--- config.mk ---
export PLATFORM = sky130hd
export DESIGN_NAME = pie_entry
export DESIGN_NICKNAME = d
export VERILOG_FILES = /design/src/pie_sync.v /design/src/pie_entry.v
export VERILOG_INCLUDE_DIRS = /design/src /design/src/src
export SDC_FILE = /design/constraint.sdc
export NUM_CORES = 1
export LEC_CHECK = 0
export BUFFER_PORTS_ARGS = -buffer_cell sky130_fd_sc_hd__buf_2
export CAP_MARGIN = 20
export CORE_ASPECT_RATIO = 1.5
export CORE_MARGIN = 2
export CORE_UTILIZATION = 52
export CTS_CLUSTER_DIAMETER = 100
export DETAILED_ROUTE_END_ITERATION = 10
export PLACE_DENSITY = 0.8
export RECOVER_POWER = 50
export SLEW_MARGIN = 5
export SYNTH_ARGS = -nofsm -noshare
export SYNTH_HDL_FRONTEND = slang
export SYNTH_SLANG_ARGS = --single-unit
--- constraint.sdc ---
create_clock -name sys_clk -period 2.4 [get_ports sys_clk]
set_clock_uncertainty 0.2 [all_clocks]
set_input_delay 0.24 -clock sys_clk [delete_from_list [all_inputs] [get_ports sys_clk]]
set_output_delay 0.24 -clock sys_clk [all_outputs]
set_load 0.01 [all_outputs]
--- src/pie_consts.vh ---
/*
  Constants for the programming interface entry block: timing counts,
  enable-string echo bytes, link codes and reserved data RAM windows.
  Assumes a 50 MHz system clock; figures are converted in the code.
*/
`ifndef PIE_CONSTS_VH
`define PIE_CONSTS_VH
`define PIE_CLK_HZ 50000000
`define PIE_HOLD_US 5100
`define PIE_HOLD_CYC ((`PIE_HOLD_US * (`PIE_CLK_HZ / 1000000)))
`define PIE_SYNC_B2 8'h53
`define PIE_SYNC_B3 8'hAA
`define PIE_LINK_NONE 2'h0
`define PIE_LINK_SPI 2'h1
`define PIE_LINK_UART 2'h2
`define PIE_LINK_USB 2'h3
`define PIE_USB_WIN0_LO 16'h0E00
`define PIE_USB_WIN0_HI 16'h0FFF
`define PIE_USB_WIN1_LO 16'h0500
`define PIE_USB_WIN1_HI 16'h0507
`define PIE_UART_SEL_P20 1'h1
`endif

--- src/pie_sync.v ---
/*
  Two-flop synchroniser for one level from outside the clock domain.
  Assumes the input may change at any time relative to sys_clk.
*/
`timescale 1ns/10ps
module pie_sync #(
  parameter RESET_VAL = 1'b0
) (
  input wire sys_clk,
  input wire rst_n,
  input wire d,
  output reg q
);
  reg meta;

  // Only the second flop is ever read by other logic.
  always @(posedge sys_clk or negedge rst_n) begin
    if (!rst_n) begin
      meta <= RESET_VAL;
      q <= RESET_VAL;
    end else begin
      meta <= d;
      q <= meta;
    end
  end
endmodule

--- src/pie_entry.v ---
/*
  Programming interface entry: measures the external reset hold, keeps the
  self-entry state, watches the programming SPI port, UART and USB for the
  enable string, picks the first link that completes it, drives the
  link outputs, and tells the rest of the chip which pins stay pulled-up
  inputs and which data RAM windows the USB logic owns.
  Assumes byte-level receivers outside deliver strobes on sys_clk, and
  that the reset pin arrives raw and is synchronised here.
*/
`timescale 1ns/10ps
`include "pie_consts.vh"
// How it works
// - Reset pin held 5.1 ms arms SPI and UART for an enable string.
// - Self-entry bit set or lock bit clear makes every reset except power-on boot armed.
// - Self-entry state equals long-hold state except USB is also allowed.
// - Self-entry bit clears only on power cycle or link clear command.
// - Cleared lock bit returns set only through full flash erase.
// - Only the programming SPI port answers; the other SPI port stays silent.
// - In programming mode all unused port pins are pulled-up inputs.
// - UART serves only when routed to P2.0 and P2.1.
// - USB link reserves data RAM 0E00h-0FFFh and 0500h-0507h.
// - Calibration image leaves results in data RAM for readout.
// - Link outputs stay undriven until two enable bytes arrive on that link.
// - Echo 53h on byte three and AAh on byte four to synchronise.
// - First link with a valid enable string is the only link until reset.
module pie_entry #(
  parameter HOLD_CYC = `PIE_HOLD_CYC,
  parameter EN_LEN = 4
) (
  input wire sys_clk,
  input wire rst_n,
  input wire ext_reset_pin_n,
  input wire por_pulse,
  input wire chip_reset_pulse,
  input wire self_entry_set,
  input wire self_entry_clear_cmd,
  input wire lock_clear_cmd,
  input wire chip_erase_done,
  input wire uart_on_p2,
  input wire spi_rx_valid,
  input wire [7:0] spi_rx_byte,
  input wire spi2_rx_valid,
  input wire uart_rx_valid,
  input wire [7:0] uart_rx_byte,
  input wire usb_rx_valid,
  input wire [7:0] usb_rx_byte,
  input wire [15:0] ram_addr,
  output reg [7:0] spi_tx_byte,
  output reg spi_miso_oe,
  output reg [7:0] uart_tx_byte,
  output reg uart_tx_oe,
  output reg [7:0] usb_tx_byte,
  output reg prog_mode,
  output reg [1:0] prog_link,
  output reg synced,
  output reg self_entry_enable_bit,
  output reg self_entry_lock_bit,
  output reg self_entry_programming_state,
  output reg gpio_pullup_inputs,
  output wire ram_usb_reserved,
  output wire spi2_respond
);
  localparam N_LINK = 3;
  wire pin_n_s;
  wire link_clear;
  wire link_free;
  wire spi_drive;
  wire uart_drive;
  wire [2:0] rx_vld;
  wire [2:0] link_ok;
  wire [2:0] done;
  wire [8:0] cnt_w;
  wire [23:0] rx_bytes;
  reg [31:0] hold_cnt;
  reg hold_reached;
  reg pin_n_d;
  reg armed;
  reg usb_allowed;

  pie_sync #(.RESET_VAL(1'b1)) u_pin_sync (
    .sys_clk(sys_clk),
    .rst_n(rst_n),
    .d(ext_reset_pin_n),
    .q(pin_n_s)
  );

  // A byte of all ones is what an idle pulled-up link reads, so it restarts the string.
  function byte_ok;
    input [7:0] b;
    begin
      byte_ok = (b != 8'hFF);
    end
  endfunction

  // Link code for a link index; the index order is SPI, UART, USB.
  function [1:0] link_code;
    input integer idx;
    begin
      case (idx)
        0: link_code = `PIE_LINK_SPI;
        1: link_code = `PIE_LINK_UART;
        default: link_code = `PIE_LINK_USB;
      endcase
    end
  endfunction

  // Echo value for the byte being shifted at a given string position.
  function [7:0] echo_for;
    input [2:0] pos;
    begin
      case (pos)
        3'd2: echo_for = `PIE_SYNC_B2;
        3'd3: echo_for = `PIE_SYNC_B3;
        default: echo_for = 8'h00;
      endcase
    end
  endfunction

  // Hold counter on sys_clk; saturates so a very long hold is still one entry.
  always @(posedge sys_clk or negedge rst_n) begin
    if (!rst_n) begin
      hold_cnt <= 32'h00000000;
      hold_reached <= 1'b0;
      pin_n_d <= 1'b1;
    end else begin
      pin_n_d <= pin_n_s;
      if (por_pulse) begin
        hold_cnt <= 32'h00000000;
        hold_reached <= 1'b0;
      end else if (!pin_n_s) begin
        if (hold_cnt < HOLD_CYC) begin
          hold_cnt <= hold_cnt + 32'h00000001;
        end else begin
          hold_reached <= 1'b1;
        end
      end else begin
        // Cleared on release, after the arming logic has seen the old value.
        hold_cnt <= 32'h00000000;
        hold_reached <= 1'b0;
      end
    end
  end

  // Self-entry bit and lock bit; sets beat clears when both come together.
  always @(posedge sys_clk or negedge rst_n) begin
    if (!rst_n) begin
      self_entry_enable_bit <= 1'b0;
      self_entry_lock_bit <= 1'b1;
    end else begin
      if (self_entry_set) begin
        self_entry_enable_bit <= 1'b1;
      end else if (por_pulse || self_entry_clear_cmd) begin
        self_entry_enable_bit <= 1'b0;
      end
      if (chip_erase_done) begin
        self_entry_lock_bit <= 1'b1;
      end else if (lock_clear_cmd) begin
        self_entry_lock_bit <= 1'b0;
      end
    end
  end

  // Arming: a long hold released, or any reset except power-on while self-entry is active.
  always @(posedge sys_clk or negedge rst_n) begin
    if (!rst_n) begin
      armed <= 1'b0;
      usb_allowed <= 1'b0;
      self_entry_programming_state <= 1'b0;
    end else begin
      self_entry_programming_state <= self_entry_enable_bit || !self_entry_lock_bit;
      if (por_pulse) begin
        armed <= 1'b0;
        usb_allowed <= 1'b0;
      end else if (pin_n_s && !pin_n_d && hold_reached) begin
        armed <= 1'b1;
        usb_allowed <= self_entry_programming_state;
      end else if ((chip_reset_pulse || (pin_n_s && !pin_n_d)) &&
                   self_entry_programming_state) begin
        armed <= 1'b1;
        usb_allowed <= 1'b1;
      end else if (chip_reset_pulse || (!pin_n_s && pin_n_d)) begin
        armed <= 1'b0;
        usb_allowed <= 1'b0;
      end
    end
  end

  // Shared qualifiers; any reset source drops the selected link at once.
  assign link_clear = por_pulse || chip_reset_pulse || !pin_n_s;
  assign link_free = (prog_link == `PIE_LINK_NONE);
  assign rx_vld = {usb_rx_valid, uart_rx_valid, spi_rx_valid};
  assign rx_bytes = {usb_rx_byte, uart_rx_byte, spi_rx_byte};
  // UART needs the P2 routing and USB needs the self-entry boot.
  assign link_ok = {usb_allowed, uart_on_p2, 1'b1};

  // One enable-string counter per link; a link loses its count once another wins.
  genvar gi;
  generate
    for (gi = 0; gi < N_LINK; gi = gi + 1) begin : gen_link
      reg [2:0] cnt;
      wire mine;
      wire take;
      wire good;
      assign mine = (prog_link == link_code(gi));
      assign good = byte_ok(rx_bytes[8 * gi + 7:8 * gi]);
      assign take = armed && link_ok[gi] && rx_vld[gi] &&
                    (link_free || mine) && (cnt < EN_LEN);
      assign done[gi] = take && good && (cnt == EN_LEN - 1);
      assign cnt_w[3 * gi + 2:3 * gi] = cnt;
      always @(posedge sys_clk or negedge rst_n) begin
        if (!rst_n) begin
          cnt <= 3'h0;
        end else if (link_clear || !(link_free || mine)) begin
          cnt <= 3'h0;
        end else if (take && good) begin
          cnt <= cnt + 3'h1;
        end else if (take) begin
          cnt <= 3'h0;
        end
      end
    end
  endgenerate

  // Each output stage turns on after two string bytes; the first link there keeps it.
  assign spi_drive = (cnt_w[2:0] >= 3'h2) && !uart_tx_oe &&
                     (link_free || prog_link == `PIE_LINK_SPI);
  assign uart_drive = uart_on_p2 && (cnt_w[5:3] >= 3'h2) && !spi_miso_oe && !spi_drive &&
                      (link_free || prog_link == `PIE_LINK_UART);

  // Outside arming and programming the second SPI port works as usual; programming traffic never reaches it.
  assign spi2_respond = spi2_rx_valid && !armed && !prog_mode;

  // The USB logic owns two data RAM windows; other addresses keep calibration results.
  assign ram_usb_reserved = (prog_link == `PIE_LINK_USB) &&
    (((ram_addr >= `PIE_USB_WIN0_LO) && (ram_addr <= `PIE_USB_WIN0_HI)) ||
     ((ram_addr >= `PIE_USB_WIN1_LO) && (ram_addr <= `PIE_USB_WIN1_HI)));

  // Output enables and echo bytes; cleared with the link so the pins go quiet in reset.
  always @(posedge sys_clk or negedge rst_n) begin
    if (!rst_n) begin
      spi_miso_oe <= 1'b0;
      uart_tx_oe <= 1'b0;
      spi_tx_byte <= 8'h00;
      uart_tx_byte <= 8'h00;
      usb_tx_byte <= 8'h00;
    end else if (link_clear) begin
      spi_miso_oe <= 1'b0;
      uart_tx_oe <= 1'b0;
      spi_tx_byte <= 8'h00;
      uart_tx_byte <= 8'h00;
      usb_tx_byte <= 8'h00;
    end else begin
      spi_miso_oe <= spi_drive;
      uart_tx_oe <= uart_drive;
      spi_tx_byte <= echo_for(cnt_w[2:0]);
      uart_tx_byte <= echo_for(cnt_w[5:3]);
      usb_tx_byte <= echo_for(cnt_w[8:6]);
    end
  end

  // The first completed string claims the link; SPI wins a tie, then UART.
  always @(posedge sys_clk or negedge rst_n) begin
    if (!rst_n) begin
      prog_link <= `PIE_LINK_NONE;
      prog_mode <= 1'b0;
      synced <= 1'b0;
      gpio_pullup_inputs <= 1'b0;
    end else if (link_clear) begin
      prog_link <= `PIE_LINK_NONE;
      prog_mode <= 1'b0;
      synced <= 1'b0;
      gpio_pullup_inputs <= 1'b0;
    end else if (link_free && (done != 3'h0)) begin
      prog_link <= done[0] ? `PIE_LINK_SPI : (done[1] ? `PIE_LINK_UART : `PIE_LINK_USB);
      prog_mode <= 1'b1;
      synced <= 1'b1;
      gpio_pullup_inputs <= 1'b1;
    end
  end
endmodule

### Yosys cells after proc, flatten, opt, wreduce, memory -nomap -nowiden

Cells that the tools add are included.

* bits in registers: 79
* input bits: 54
* output and inout bits: 36

* reductions and logical operators: 67
* add/sub/neg operators: 4
* multiplexer cells: 39
* equal/unequal tests: 13
* order comparisons: 10

Operator list (number)
* $mux 32: 3
* $pmux 8 s2: 3
* $logic_and 1x1->1: 33
* $add 32x1->32 const B: 1
* $lt 32x18->1 const B: 1
* $mux 3: 9
* $mux 8: 3
* $ne 8x8->1 const B: 3
* $eq 3x2->1 const B: 6
* $mux 1: 18
* $ge 16x11->1 const B: 1
* $ge 16x12->1 const B: 1
* $le 16x11->1 const B: 1
* $le 16x12->1 const B: 1
* $reduce_bool 3->1: 5
* $logic_or 1x1->1: 13
* $logic_not 1->1: 11
* $add 3x1->3 const B: 3
* $lt 3x3->1 const B: 3
* $ge 3x2->1 const B: 2
* $mux 2: 3
* $reduce_bool 2->1: 3
* $eq 2x2->1 const B: 2
* $reduce_bool 4->1: 1
* 3 further kinds: 3

### Depth between registers and ports, before layout

Gate-level depths: netlist of the first run.

* word-level depth: 10
* gate-level depth with buffers: 7
* gate-level depth less buffers: 7

### By module

A second synthesis of the first run with hierarchy kept.

* cell total of the unflattened synthesis: 316
* area, all modules: 3110.5 um^2

Modules (own cells, without submodules)
* pie_entry: seq. area each 1554.0 um^2, area an instance 3057.9 um^2, times used 1, cells an instance 314
* pie_sync: seq. area each 52.6 um^2, area an instance 52.6 um^2, times used 1, cells an instance 2

### Worst setup path after synthesis of the first run

OpenSTA, ideal clock, no wires.

* path kind: register to register
* start point: register prog_link[0]
* end point: register gpio_pullup_inputs
* arrival: 1.770 ns
* slack: 0.297 ns
* period minus slack after synthesis: 2.103 ns
* cell stages (with the launch flop): 8
* path through: dfrtp_1 inv_1 ha_1 or2_2 o211ai_1 nor2_1 a2111oi_0 nor2_1

* longest elaborated chain between the ends: 9

RTL lines
* from (decl): line pie_entry.v:54 `output reg [1:0] prog_link,`
* from (signal assigned): line pie_entry.v:264 `` prog_link <= `PIE_LINK_NONE; ``
* from (signal assigned): line pie_entry.v:269 `` prog_link <= `PIE_LINK_NONE; ``
* from (signal assigned): line pie_entry.v:274 `` prog_link <= done[0] ? `PIE_LINK_SPI : (done[1] ? `PIE_LINK_UART : `PIE_LINK_USB); ``
* $eq 2x1->1, or another cell as far along: line pie_entry.v:204 `assign mine = (prog_link == link_code(gi));`
* $logic_or 1x1->1: line pie_entry.v:207 `(link_free || mine) && (cnt < EN_LEN);`
* $logic_and 1x1->1: line pie_entry.v:206 `assign take = armed && link_ok[gi] && rx_vld[gi] &&`
* $logic_and 1x1->1: line pie_entry.v:207
* $logic_and 1x1->1 (2 in a row): line pie_entry.v:208 `assign done[gi] = take && good && (cnt == EN_LEN - 1);`
* $reduce_bool 3->1: line pie_entry.v:273 `end else if (link_free && (done != 3'h0)) begin`
* $logic_and 1x1->1 *: line pie_entry.v:273
* $reduce_bool 2->1 (no source line) *
* to (signal assigned): line pie_entry.v:267 `gpio_pullup_inputs <= 1'b0;`
* to (signal assigned): line pie_entry.v:272 `gpio_pullup_inputs <= 1'b0;`
* to (signal assigned): line pie_entry.v:277 `gpio_pullup_inputs <= 1'b1;`
* to (decl): line pie_entry.v:59 `output reg gpio_pullup_inputs,`

Every way passes the cells marked *; elsewhere a longest branch is shown, timed or not.
A chain may end at the register's enable or synchronous reset.

### Worst setup path after layout of the first run

* start point: register prog_link[1]
* end point: register gpio_pullup_inputs

Same word-level chain as after synthesis.

==> results_dict.tcl, run 1 <==
set metrics [dict create \
    cts_resized 0 \
    ys.warnings.count 0 \
    holdCritPathClass "primary input to register" \
    arrival_ns 2.28 \
    drt-initial-drc-count 115 \
    path_cells "inv_1, ha_1, or2_2, o211ai_1, nor2_1, a2111oi_0, nor2_1" \
    postCtsSetupRepairBufs 0 \
    clock-sinks 64 \
    vias 2631 \
    ys_seq_area_frac 0.504 \
    gp_congestion 0.777 \
    crit_type "register to register" \
    clk_latency_ns 0.34 \
    port-buffer-count 83 \
    slowest_delay_ns 0.43 \
    core_area_um2 5870 \
    row_count 34 \
    finalSetupViolCount 0 \
    dp_hpwl_mm 4.89 \
    netlist_area_um2 3190 \
    wirelength_mm 6.74 \
    wire_per_inst_um 14.2 \
    synth_common_cells "60 x dfrtp_1, 28 x nor2_1, 18 x and2_1, 18 x inv_1, 18 x nand2_1" \
    cts_tree "done" \
    antenna_found_initial 0 \
    grt_max_degree 65 \
    synth_cell_types 50 \
    synthArstFlopShare 1.00 \
    setup_tns_ns 0 \
    track_usage 0.224 \
    drive_above_1_share 0.285 \
    synth_top_cell_area_share 0.471 \
    cts.clk_slew.worst_paths_ns 0.08 \
    antenna_left 0 \
    yosysMostFrequentCell "dfrtp_1" \
    maxSlewHeadroom 0.0801 \
    slowest_stage "a2111oi_0" \
    synth-main-ff-cell "dfrtp_1" \
    drt_pass1_iterations 4 \
    grt-ovfl-total 0 \
    post-route-period-util 0.943 \
    viasPerCell 5.53 \
    io_pins 90 \
    cp.required_ns 2.41 \
    die-area_um2 6790 \
    worstSetupEndpointType "register" \
    max_freq_mhz 442 \
    htreeDepth 3 \
    final.min_clock_period_ns 2.26 \
    grt_pass1_wl_mm 11.3 \
    cts_buffer_depth 2 \
    start_kind "register" \
    syn_avg_cell_area_um2 10.2 \
    synth-seq-cells 64 \
    synthTopCellsByArea "dfrtp_1 47%, ha_1 4.7%, buf_4 4.0%" \
    cts_buffers 9 \
    ctsHoldBuffers 6 \
    worstPathMaxFanout 8 \
    nets 465 \
    cpMostUsedCell "nor2_1" \
    worst_pin_slew_ns 1.38 \
    clockRootBuffer "clkbuf_8" \
    dieHeight_um 99.9 \
    n_antenna_cell 0 \
    grt_pass1_vias 2673 \
    power_density_nw_per_um2 578 \
    rsz0062_at_grt "no" \
    synthCells 313 \
    area_growth_pct 21.1 \
    leakage_nw 1.96 \
    drc 0 \
    initial_utilization 0.543 \
    power.total_mw 2.23 \
    cap_viol_max_count 0 \
    synth_area_leader_cell "dfrtp_1" \
    finalHoldViolCount 0 \
    outcome "complete, no violations" \
    ir_drop_v 0.000641 \
    slew_violations 0 \
    fp.dieW_um 67.9 \
    synth-edff-count 0 \
]
-- final cells by class --
type                            instances  area [µm²]
Clock buffer                           10         128
Tap cell                               72        90.1
Multi-Input combinational cell        209        1370
Inverter                               18        67.6
Sequential cell                        64        1610
Clock inverter                          6        83.8
Timing Repair Buffer                   97         519
Fill cell                             492        2010
-- per-layer routing --
layer  track usage  wire [µm]  vias to the layer above
li1              -          -                     1259
met1         0.234       2580                     1256
met2         0.400       3560                       95
met3        0.0392        388                       21
met4         0.135        202                        0
met5             0          0                        -
-- critical path: cells and delay by family (launching register included) --
family	cells	cell delay, ns
and+or+nand+nor	3	0.61
buffers and inverters	1	0.07
adders and majority gates	1	0.26
AOI/OAI and AO/OA	2	0.62
DFF	1	0.37
-- path summary, 6_finish.rpt --
path	startpoint	end	slack, ns	cells after the start
setup / recovery	prog_link[1]	gpio_pullup_inputs	0.14	7
hold / removal	por_pulse	armed	0.05	2
setup reg to reg	prog_link[1]	gpio_pullup_inputs	0.14	7
hold reg to reg	u_pin_sync.meta	u_pin_sync.q	0.16	0
max in group asynchronous	rst_n	hold_cnt[29]	0.51	3
min in group asynchronous	rst_n	usb_tx_byte[6]	0.64	3
-- stage by stage --
stage	util	std cells	hold WS (ns)	cell area, µm²	setup slack (ns)
after detailed placement	0.616	454	0.0784	3620	0.186
final	0.658	476	0.0503	3860	0.137
after floorplan	-	315	-0.256	3200	0.297
after global placement	0.616	454	0.0798	3620	0.266
after global routing	0.658	476	0.0691	3860	0.0469
after CTS	0.663	476	0.0334	3890	0.152
-- logic make-up (layout without fill, tap and decap cells) --
| logic type | Yosys count | in the layout | share of synthesized area |
|---|---|---|---|
| flip-flops | 64 | 64 | 0.504 |
| AND/OR/NAND/NOR | 135 | 135 | 0.246 |
| adder cells (fa/ha/maj) | 12 | 12 | 0.0471 |
| multiplexers | 5 | 5 | 0.0157 |
| XOR/XNOR | 4 | 4 | 0.0110 |
| AO/OA/AOI/OAI | 50 | 50 | 0.105 |
| buffers and inverters | 42 | 131 | 0.0702 |
| other | 1 | 3 | 0.00118 |
-- registers in the layout (all words and copies together) (netlist names) --
register and count:
uart_tx_oe 1, hold_reached 1, u_pin_sync.meta 1, uart_tx_byte 3, gen_link.cnt 9, prog_link 2, hold_cnt 32, spi_tx_byte 3
usb_allowed 1, self_entry_lock_bit 1, self_entry_enable_bit 1, u_pin_sync.q 1, armed 1, self_entry_programming_state 1, pin_n_d 1, spi_miso_oe 1
usb_tx_byte 3, gpio_pullup_inputs 1
-- power breakdown --
group	switching (mW)	internal, mW
clock	0.411	0.583
sequential	0.0118	1.09
combinational	0.0738	0.0611
total	0.497	1.74
-- cell usage in the layout (no fill, tap or decap), types with 7 or more instances in the layout --
cell type and count:
inv_1 18, clkbuf_8 9, buf_2 73, clkbuf_1 12, a211oi_1 7, o21ai_0 8
nand3_1 8, buf_4 7, nand4_1 10, dfrtp_1 60, and2_1 18, nor3_1 9
nor2_1 28, a21oi_1 13, nand2_1 18, ha_1 12
Note: power is estimated with default switching activity, not from simulation.
==> run 2, diff against run 1 <==
- SYNTH_HIERARCHICAL: not set -> 1
==> run 2 against run 1 <==
Register-to-register slack worse by 0.05 ns. First-iteration DRC count down 17%. Clock power down 15%. Global-route usage down 0.12 points. Worst hold slack better by 0.0051 ns. Wire length up 1.6%. Critical endpoint is now hold_cnt[16]. Largest power group unchanged.
==> results_dict.tcl, run 2 <==
set metrics [dict create \
    synth_area_leader_cell "dfrtp_1" \
    htreeDepth 3 \
    row_count 34 \
    max_freq_mhz 433 \
    crit_path_start "hold_cnt[12]" \
    synth-edff-count 0 \
    grt_pass1_vias 2594 \
    io_pins 90 \
    top_regs "hold_cnt x32, gen_link.cnt x9" \
    synthArstFlopShare 1.00 \
    synth_simple_gate_area_share 0.243 \
    cts_buffers 9 \
    worst_pin_slew_ns 1.00 \
    top_register "hold_cnt" \
    gp_congestion 0.816 \
    slowest_delay_ns 0.53 \
    start_kind "register" \
    drive_above_1_share 0.217 \
    r2r_start "hold_cnt[12]" \
    leakage_nw 1.74 \
    cts_buffer_depth 2 \
    p_sw_mw 0.461 \
    ys.warnings.count 6 \
    switching_share 0.222 \
    grt_max_degree 31 \
    post-route-period-util 0.963 \
    synth_cell_types 42 \
    yosys.area_share.xor_xnor 0.00282 \
    synthTopCellsByArea "dfrtp_1 48%, ha_1 4.8%, buf_4 4.1%" \
    clk_latency_ns 0.34 \
    finalSetupViolCount 0 \
    vias 2666 \
    antenna_left 0 \
    stdcell_count 482 \
    wirelength_mm 6.85 \
    place_ws_ns 0.0526 \
    seqPwrFrac 0.531 \
    power_density_nw_per_um2 547 \
    grt_pass1_wl_mm 11.2 \
    cts_tree "done" \
    setup_tns_ns 0 \
    dieHeight_um 98.7 \
    dp.cells 456 \
    holdCritPathClass "primary input to register" \
    synthCells 316 \
    initial_utilization 0.538 \
    clock-sinks 64 \
    synth-seq-cells 64 \
    rsz0062_at_grt "no" \
    yosysMostFrequentCell "dfrtp_1" \
    syn_avg_cell_area_um2 9.84 \
    n_antenna_cell 0 \
    p_comb_frac 0.063 \
    whs_path_depth 3 \
    finish.instance_area_um2 3800 \
    synth_top_family_by_area "simple AND/OR/NAND/NOR gates" \
    slew_violations 0 \
    dp_hpwl_mm 5.01 \
    cts.clk_slew.worst_paths_ns 0.07 \
    cp.required_ns 2.46 \
    maxSlewHeadroom 0.331 \
    clock_power_share 0.405 \
    die-area_um2 6630 \
    path_cells "buf_4, nor3_4, nor4b_2, a211o_1, buf_12, or4_1, a21oi_2" \
    worstPathMaxFanout 30 \
    track_usage 0.223 \
    fp.dieW_um 67.2 \
    ys_seq_area_frac 0.516 \
    drt-initial-drc-count 95 \
    finalHoldViolCount 0 \
    cap_viol_max_count 0 \
    drt_pass1_iterations 4 \
    synth-main-ff-cell "dfrtp_1" \
    netlist_area_um2 3110 \
    final.min_clock_period_ns 2.31 \
    grt-ovfl-total 0 \
    min_from "chip_reset_pulse" \
    largest_reg_flops 32 \
    ir_drop_v 0.000432 \
    worstSetupEndpointType "register" \
    post-route-util 0.656 \
    clockRootBuffer "clkbuf_8" \
    crit_type "register to register" \
    viasPerCell 5.53 \
    wire_per_inst_um 14.2 \
    drc 0 \
    setup_ws_ns 0.0890 \
    fillers 508 \
    synthAdderAreaFrac 0.0483 \
    synthMuxAreaShare 0 \
    area_growth_pct 22.1 \
    synth_common_cells "60 x dfrtp_1, 24 x a21oi_1, 24 x nand2_1" \
    nets 471 \
    port-buffer-count 83 \
    arrival_ns 2.37 \
    slowest_stage "or4_1" \
    r2r.worst_path.cells 7 \
    placed_cell_area_um2 3530 \
    synth_top_cell_area_share 0.483 \
    core_area_um2 5790 \
    layout_commonest_cell "dfrtp_1" \
    synth_compound_area_frac 0.118 \
    p_int_mw 1.61 \
    layout_common_cells "60 x dfrtp_1, 54 x buf_2, 34 x clkbuf_1" \
    outcome "complete, no violations" \
    antenna_found_initial 0 \
]
-- run 2: changes by cell type after synthesis, moves of 5 or more --
cell      previous run  this run
mux2i_1              5         0
or3_1                3         9
nor2_1              28        23
nand2_1             18        24
a21oi_1             13        24
nand4_1             10         4
a211oi_1             7         2
or4_1                1         7
o21ai_0              8        16
-- run 2: critical path, delay by kind of cell, from the launching register on --
family	cells	cell delay [ns]
flip-flops	1	0.42
buffers and inverters	2	0.34
AO/OA/AOI/OAI	2	0.48
AND/OR/NAND/NOR	3	0.79
-- run 2: what timing repair did --
action | CTS | global route
setup buffers | 0 | 3
hold endpoints to repair | 23 | 0
hold buffers | 7 | 0
setup endpoints to repair | 0 | 7
resized for setup | 0 | 7
-- run 2: power by group through the flow --
| stage | sequential (mW) | clock, mW | combinational (mW) |
|---|---|---|---|
| 4_1_cts | 1.10 | 0.863 | 0.134 |
| 3_3_place_gp | 1.12 | 0 | 0.121 |
| 6_report | 1.10 | 0.841 | 0.131 |
| 3_5_place_dp | 1.12 | 0 | 0.125 |
| 5_1_grt | 1.10 | 0.908 | 0.149 |
| 2_1_floorplan | 1.12 | 0 | 0.0442 |
-- run 2: area by class of cell --
class	instances	area [µm²]	share of cell area
Sequential cell	64	1610	0.423
Multi-Input combinational cell	215	1330	0.350
Timing Repair Buffer	101	538	0.142
Clock buffer	16	180	0.0474
Tap cell	72	90.1	0.0237
Inverter	14	52.6	0.0138
-- run 2: kinds of logic after synthesis --
family	Yosys count
AND/OR/NAND/NOR	138
XOR/XNOR	1
other	1
flip-flops	64
adder cells (fa/ha/maj)	12
buffers and inverters	39
AO/OA/AOI/OAI	61
-- run 2: worst paths after layout --
kind                                      endpoint  slack (ns)
worst max-delay path                  hold_cnt[16]        0.09
worst min-delay path                   usb_allowed        0.06
worst max register to register        hold_cnt[16]        0.09
worst min register to register        u_pin_sync/q        0.16
max in group asynchronous             hold_cnt[25]        0.66
min in group asynchronous       gen_link[2].cnt[2]        0.39
-- run 2: per-stage QoR --
stage,power [mW],hold slack (ns)
global placement,1.24,-0.00689
global route,2.16,0.0920
CTS,2.10,0.0436
floorplan,1.17,-0.256
finish,2.08,0.0555
detailed placement,1.25,0.000680
-- run 2: metal layers --
layer  vias up  part of all wire  global-route usage
met1      1270              0.39               0.245
met3        22             0.058              0.0491
met2        95              0.52               0.387
li1       1279                 -                   -
met4         0             0.032               0.119
met5         -                 0                   0
==> run 3, diff against run 2 <==
- PLACE_DENSITY: 0.8 -> 0.9
==> run 3 against run 2 <==
The flow now finishes with violations (max-capacitance violations, max-slew violations). Via count up 0.30%. Worst setup slack worse by 0.040 ns. Sequential power about the same. Register-to-register slack worse by 0.04 ns. Worst hold slack worse by 0.023 ns. Non-clock buffer count down 4. First-iteration DRC count up 78%. Final cell count down 0.83%. Fmax down 1.7%. Critical path depth unchanged. Highest routed layer is now met5.
==> results_dict.tcl, run 3 (same netlist as run 2, synthesis figures left out) <==
set metrics [dict create \
    htreeDepth 3 \
    layout_commonest_cell "buf_2" \
    drt-initial-drc-count 169 \
    power_density_nw_per_um2 559 \
    worst_pin_slew_ns 1.52 \
    port-buffer-count 83 \
    io_pins 90 \
    maxSlewHeadroom -0.0132 \
    grt-ovfl-total 0 \
    p_int_mw 1.65 \
    worstSetupEndpointType "register" \
    p_sw_mw 0.470 \
    grt_busiest_layer "met2" \
    dieHeight_um 98.7 \
    seqPwrFrac 0.521 \
    cp.required_ns 2.45 \
    placed_cell_area_um2 3540 \
    row_count 34 \
    gp_congestion 0.871 \
    power.total_mw 2.12 \
    clock-sinks 64 \
    ir_drop_v 0.000352 \
    finalSetupViolCount 0 \
    dp.cells 456 \
    holdCritPathClass "primary input to register" \
    nets 467 \
    setup_tns_ns 0 \
    leakage_nw 1.85 \
    place_ws_ns 0.0748 \
    start_kind "register" \
    postCtsSetupRepairBufs 0 \
    top_register "hold_cnt" \
    die-area_um2 6630 \
    cts.clk_slew.worst_paths_ns 0.07 \
    outcome "complete, but fails checks" \
    grt_pass1_wl_mm 11.4 \
    stdcell_count 478 \
    slew_violations 65 \
    track_usage 0.225 \
    clock_power_share 0.417 \
    finalHoldViolCount 0 \
    area_growth_pct 21.9 \
    drt_pass1_iterations 4 \
    worstPathMaxFanout 32 \
    p_comb_frac 0.063 \
    vias 2674 \
    layout_common_cells "82 x buf_2, 60 x dfrtp_1, 24 x nand2_1" \
    grtUsageMet1 0.233 \
    drive_above_1_share 0.281 \
    viasPerCell 5.59 \
    arrival_ns 2.40 \
    crit_type "register to register" \
    grtUsageMet2 0.391 \
    max_freq_mhz 425 \
    cts_buffers 9 \
    antenna_found_initial 2 \
    clk_latency_ns 0.33 \
    grt_pass1_vias 2682 \
    initial_utilization 0.538 \
    dp_hpwl_mm 4.92 \
    wire_per_inst_um 14.4 \
    largest_reg_flops 32 \
    cts_buffer_depth 2 \
    cap_viol_max_count 1 \
    drc 0 \
    top_regs "hold_cnt x32, gen_link.cnt x9" \
    grt_max_degree 65 \
    slowest_delay_ns 0.53 \
    core_area_um2 5790 \
    antenna_left 0 \
    clockRootBuffer "clkbuf_8" \
    final.min_clock_period_ns 2.35 \
    slowest_stage "or4_1" \
    violations "max-capacitance violations, max-slew violations" \
    setup_ws_ns 0.0489 \
    finish.instance_area_um2 3790 \
    cts_tree "done" \
    fp.dieW_um 67.2 \
    wirelength_mm 6.87 \
    path_cells "buf_4, nor3_2, nor4b_1, a211o_1, buf_12, or4_1, a21oi_2" \
    switching_share 0.222 \
    met3_usage 0.0674 \
    post-route-period-util 0.980 \
]
==> run 3: path summary, 6_finish.rpt <==
kind | start | end | slack, ns | cells past startpoint
max reg2reg | hold_cnt[11] | hold_cnt[6] | 0.05 | 7
max | hold_cnt[11] | hold_cnt[6] | 0.05 | 7
min | chip_reset_pulse | usb_allowed | 0.03 | 3
min in group asynchronous | rst_n | self_entry_programming_state | 0.71 | 3
max in group asynchronous | rst_n | hold_cnt[22] | 0.38 | 3
min reg2reg | u_pin_sync/meta | u_pin_sync/q | 0.16 | 0
==> run 3: worst max-delay path, delay by kind of cell (launching register included) <==
family	cells	cell delay [ns]
flops	1	0.39
simple gates	3	0.84
compound gates	2	0.51
buf+inv	2	0.33
==> run 3: layout make-up <==
class                      count  area (µm²)
inverter                      14        52.6
fill                         459        1990
antenna                        1        2.50
multi-input combinational    215        1310
timing repair buffer          97         541
clock inverter                 4        45.0
tap                           72        90.1
clock buffer                  11         141
sequential                    64        1610
==> run 3: what timing repair did <==
action	in CTS	in global routing
hold buffers	6	0
endpoints found under the hold margin	68	0
resized for setup	0	4
setup endpoints to repair	0	7
==> run 3: through the flow <==
stage | hold slack, ns | util
after detailed placement | 0.0727 | 0.612
after floorplan | -0.256 | -
after global routing | 0.0555 | 0.655
after global placement | 0.0749 | 0.612
after CTS | 0.0215 | 0.655
final | 0.0328 | 0.655
==> run 3: per-layer routing <==
layer,up-vias,part of all wire
met1,1269,0.36
li1,1270,-
met3,26,0.067
met4,2,0.036
met5,-,0.0019
met2,107,0.53
==> run 3: power groups by stage <==
stage	combinational (mW)	clock, mW	sequential (mW)
after floorplan	0.0442	0	1.12
after global placement	0.124	0	1.12
after detailed placement	0.128	0	1.12
after CTS	0.138	0.901	1.10
after global routing	0.151	0.951	1.10
final	0.133	0.883	1.10
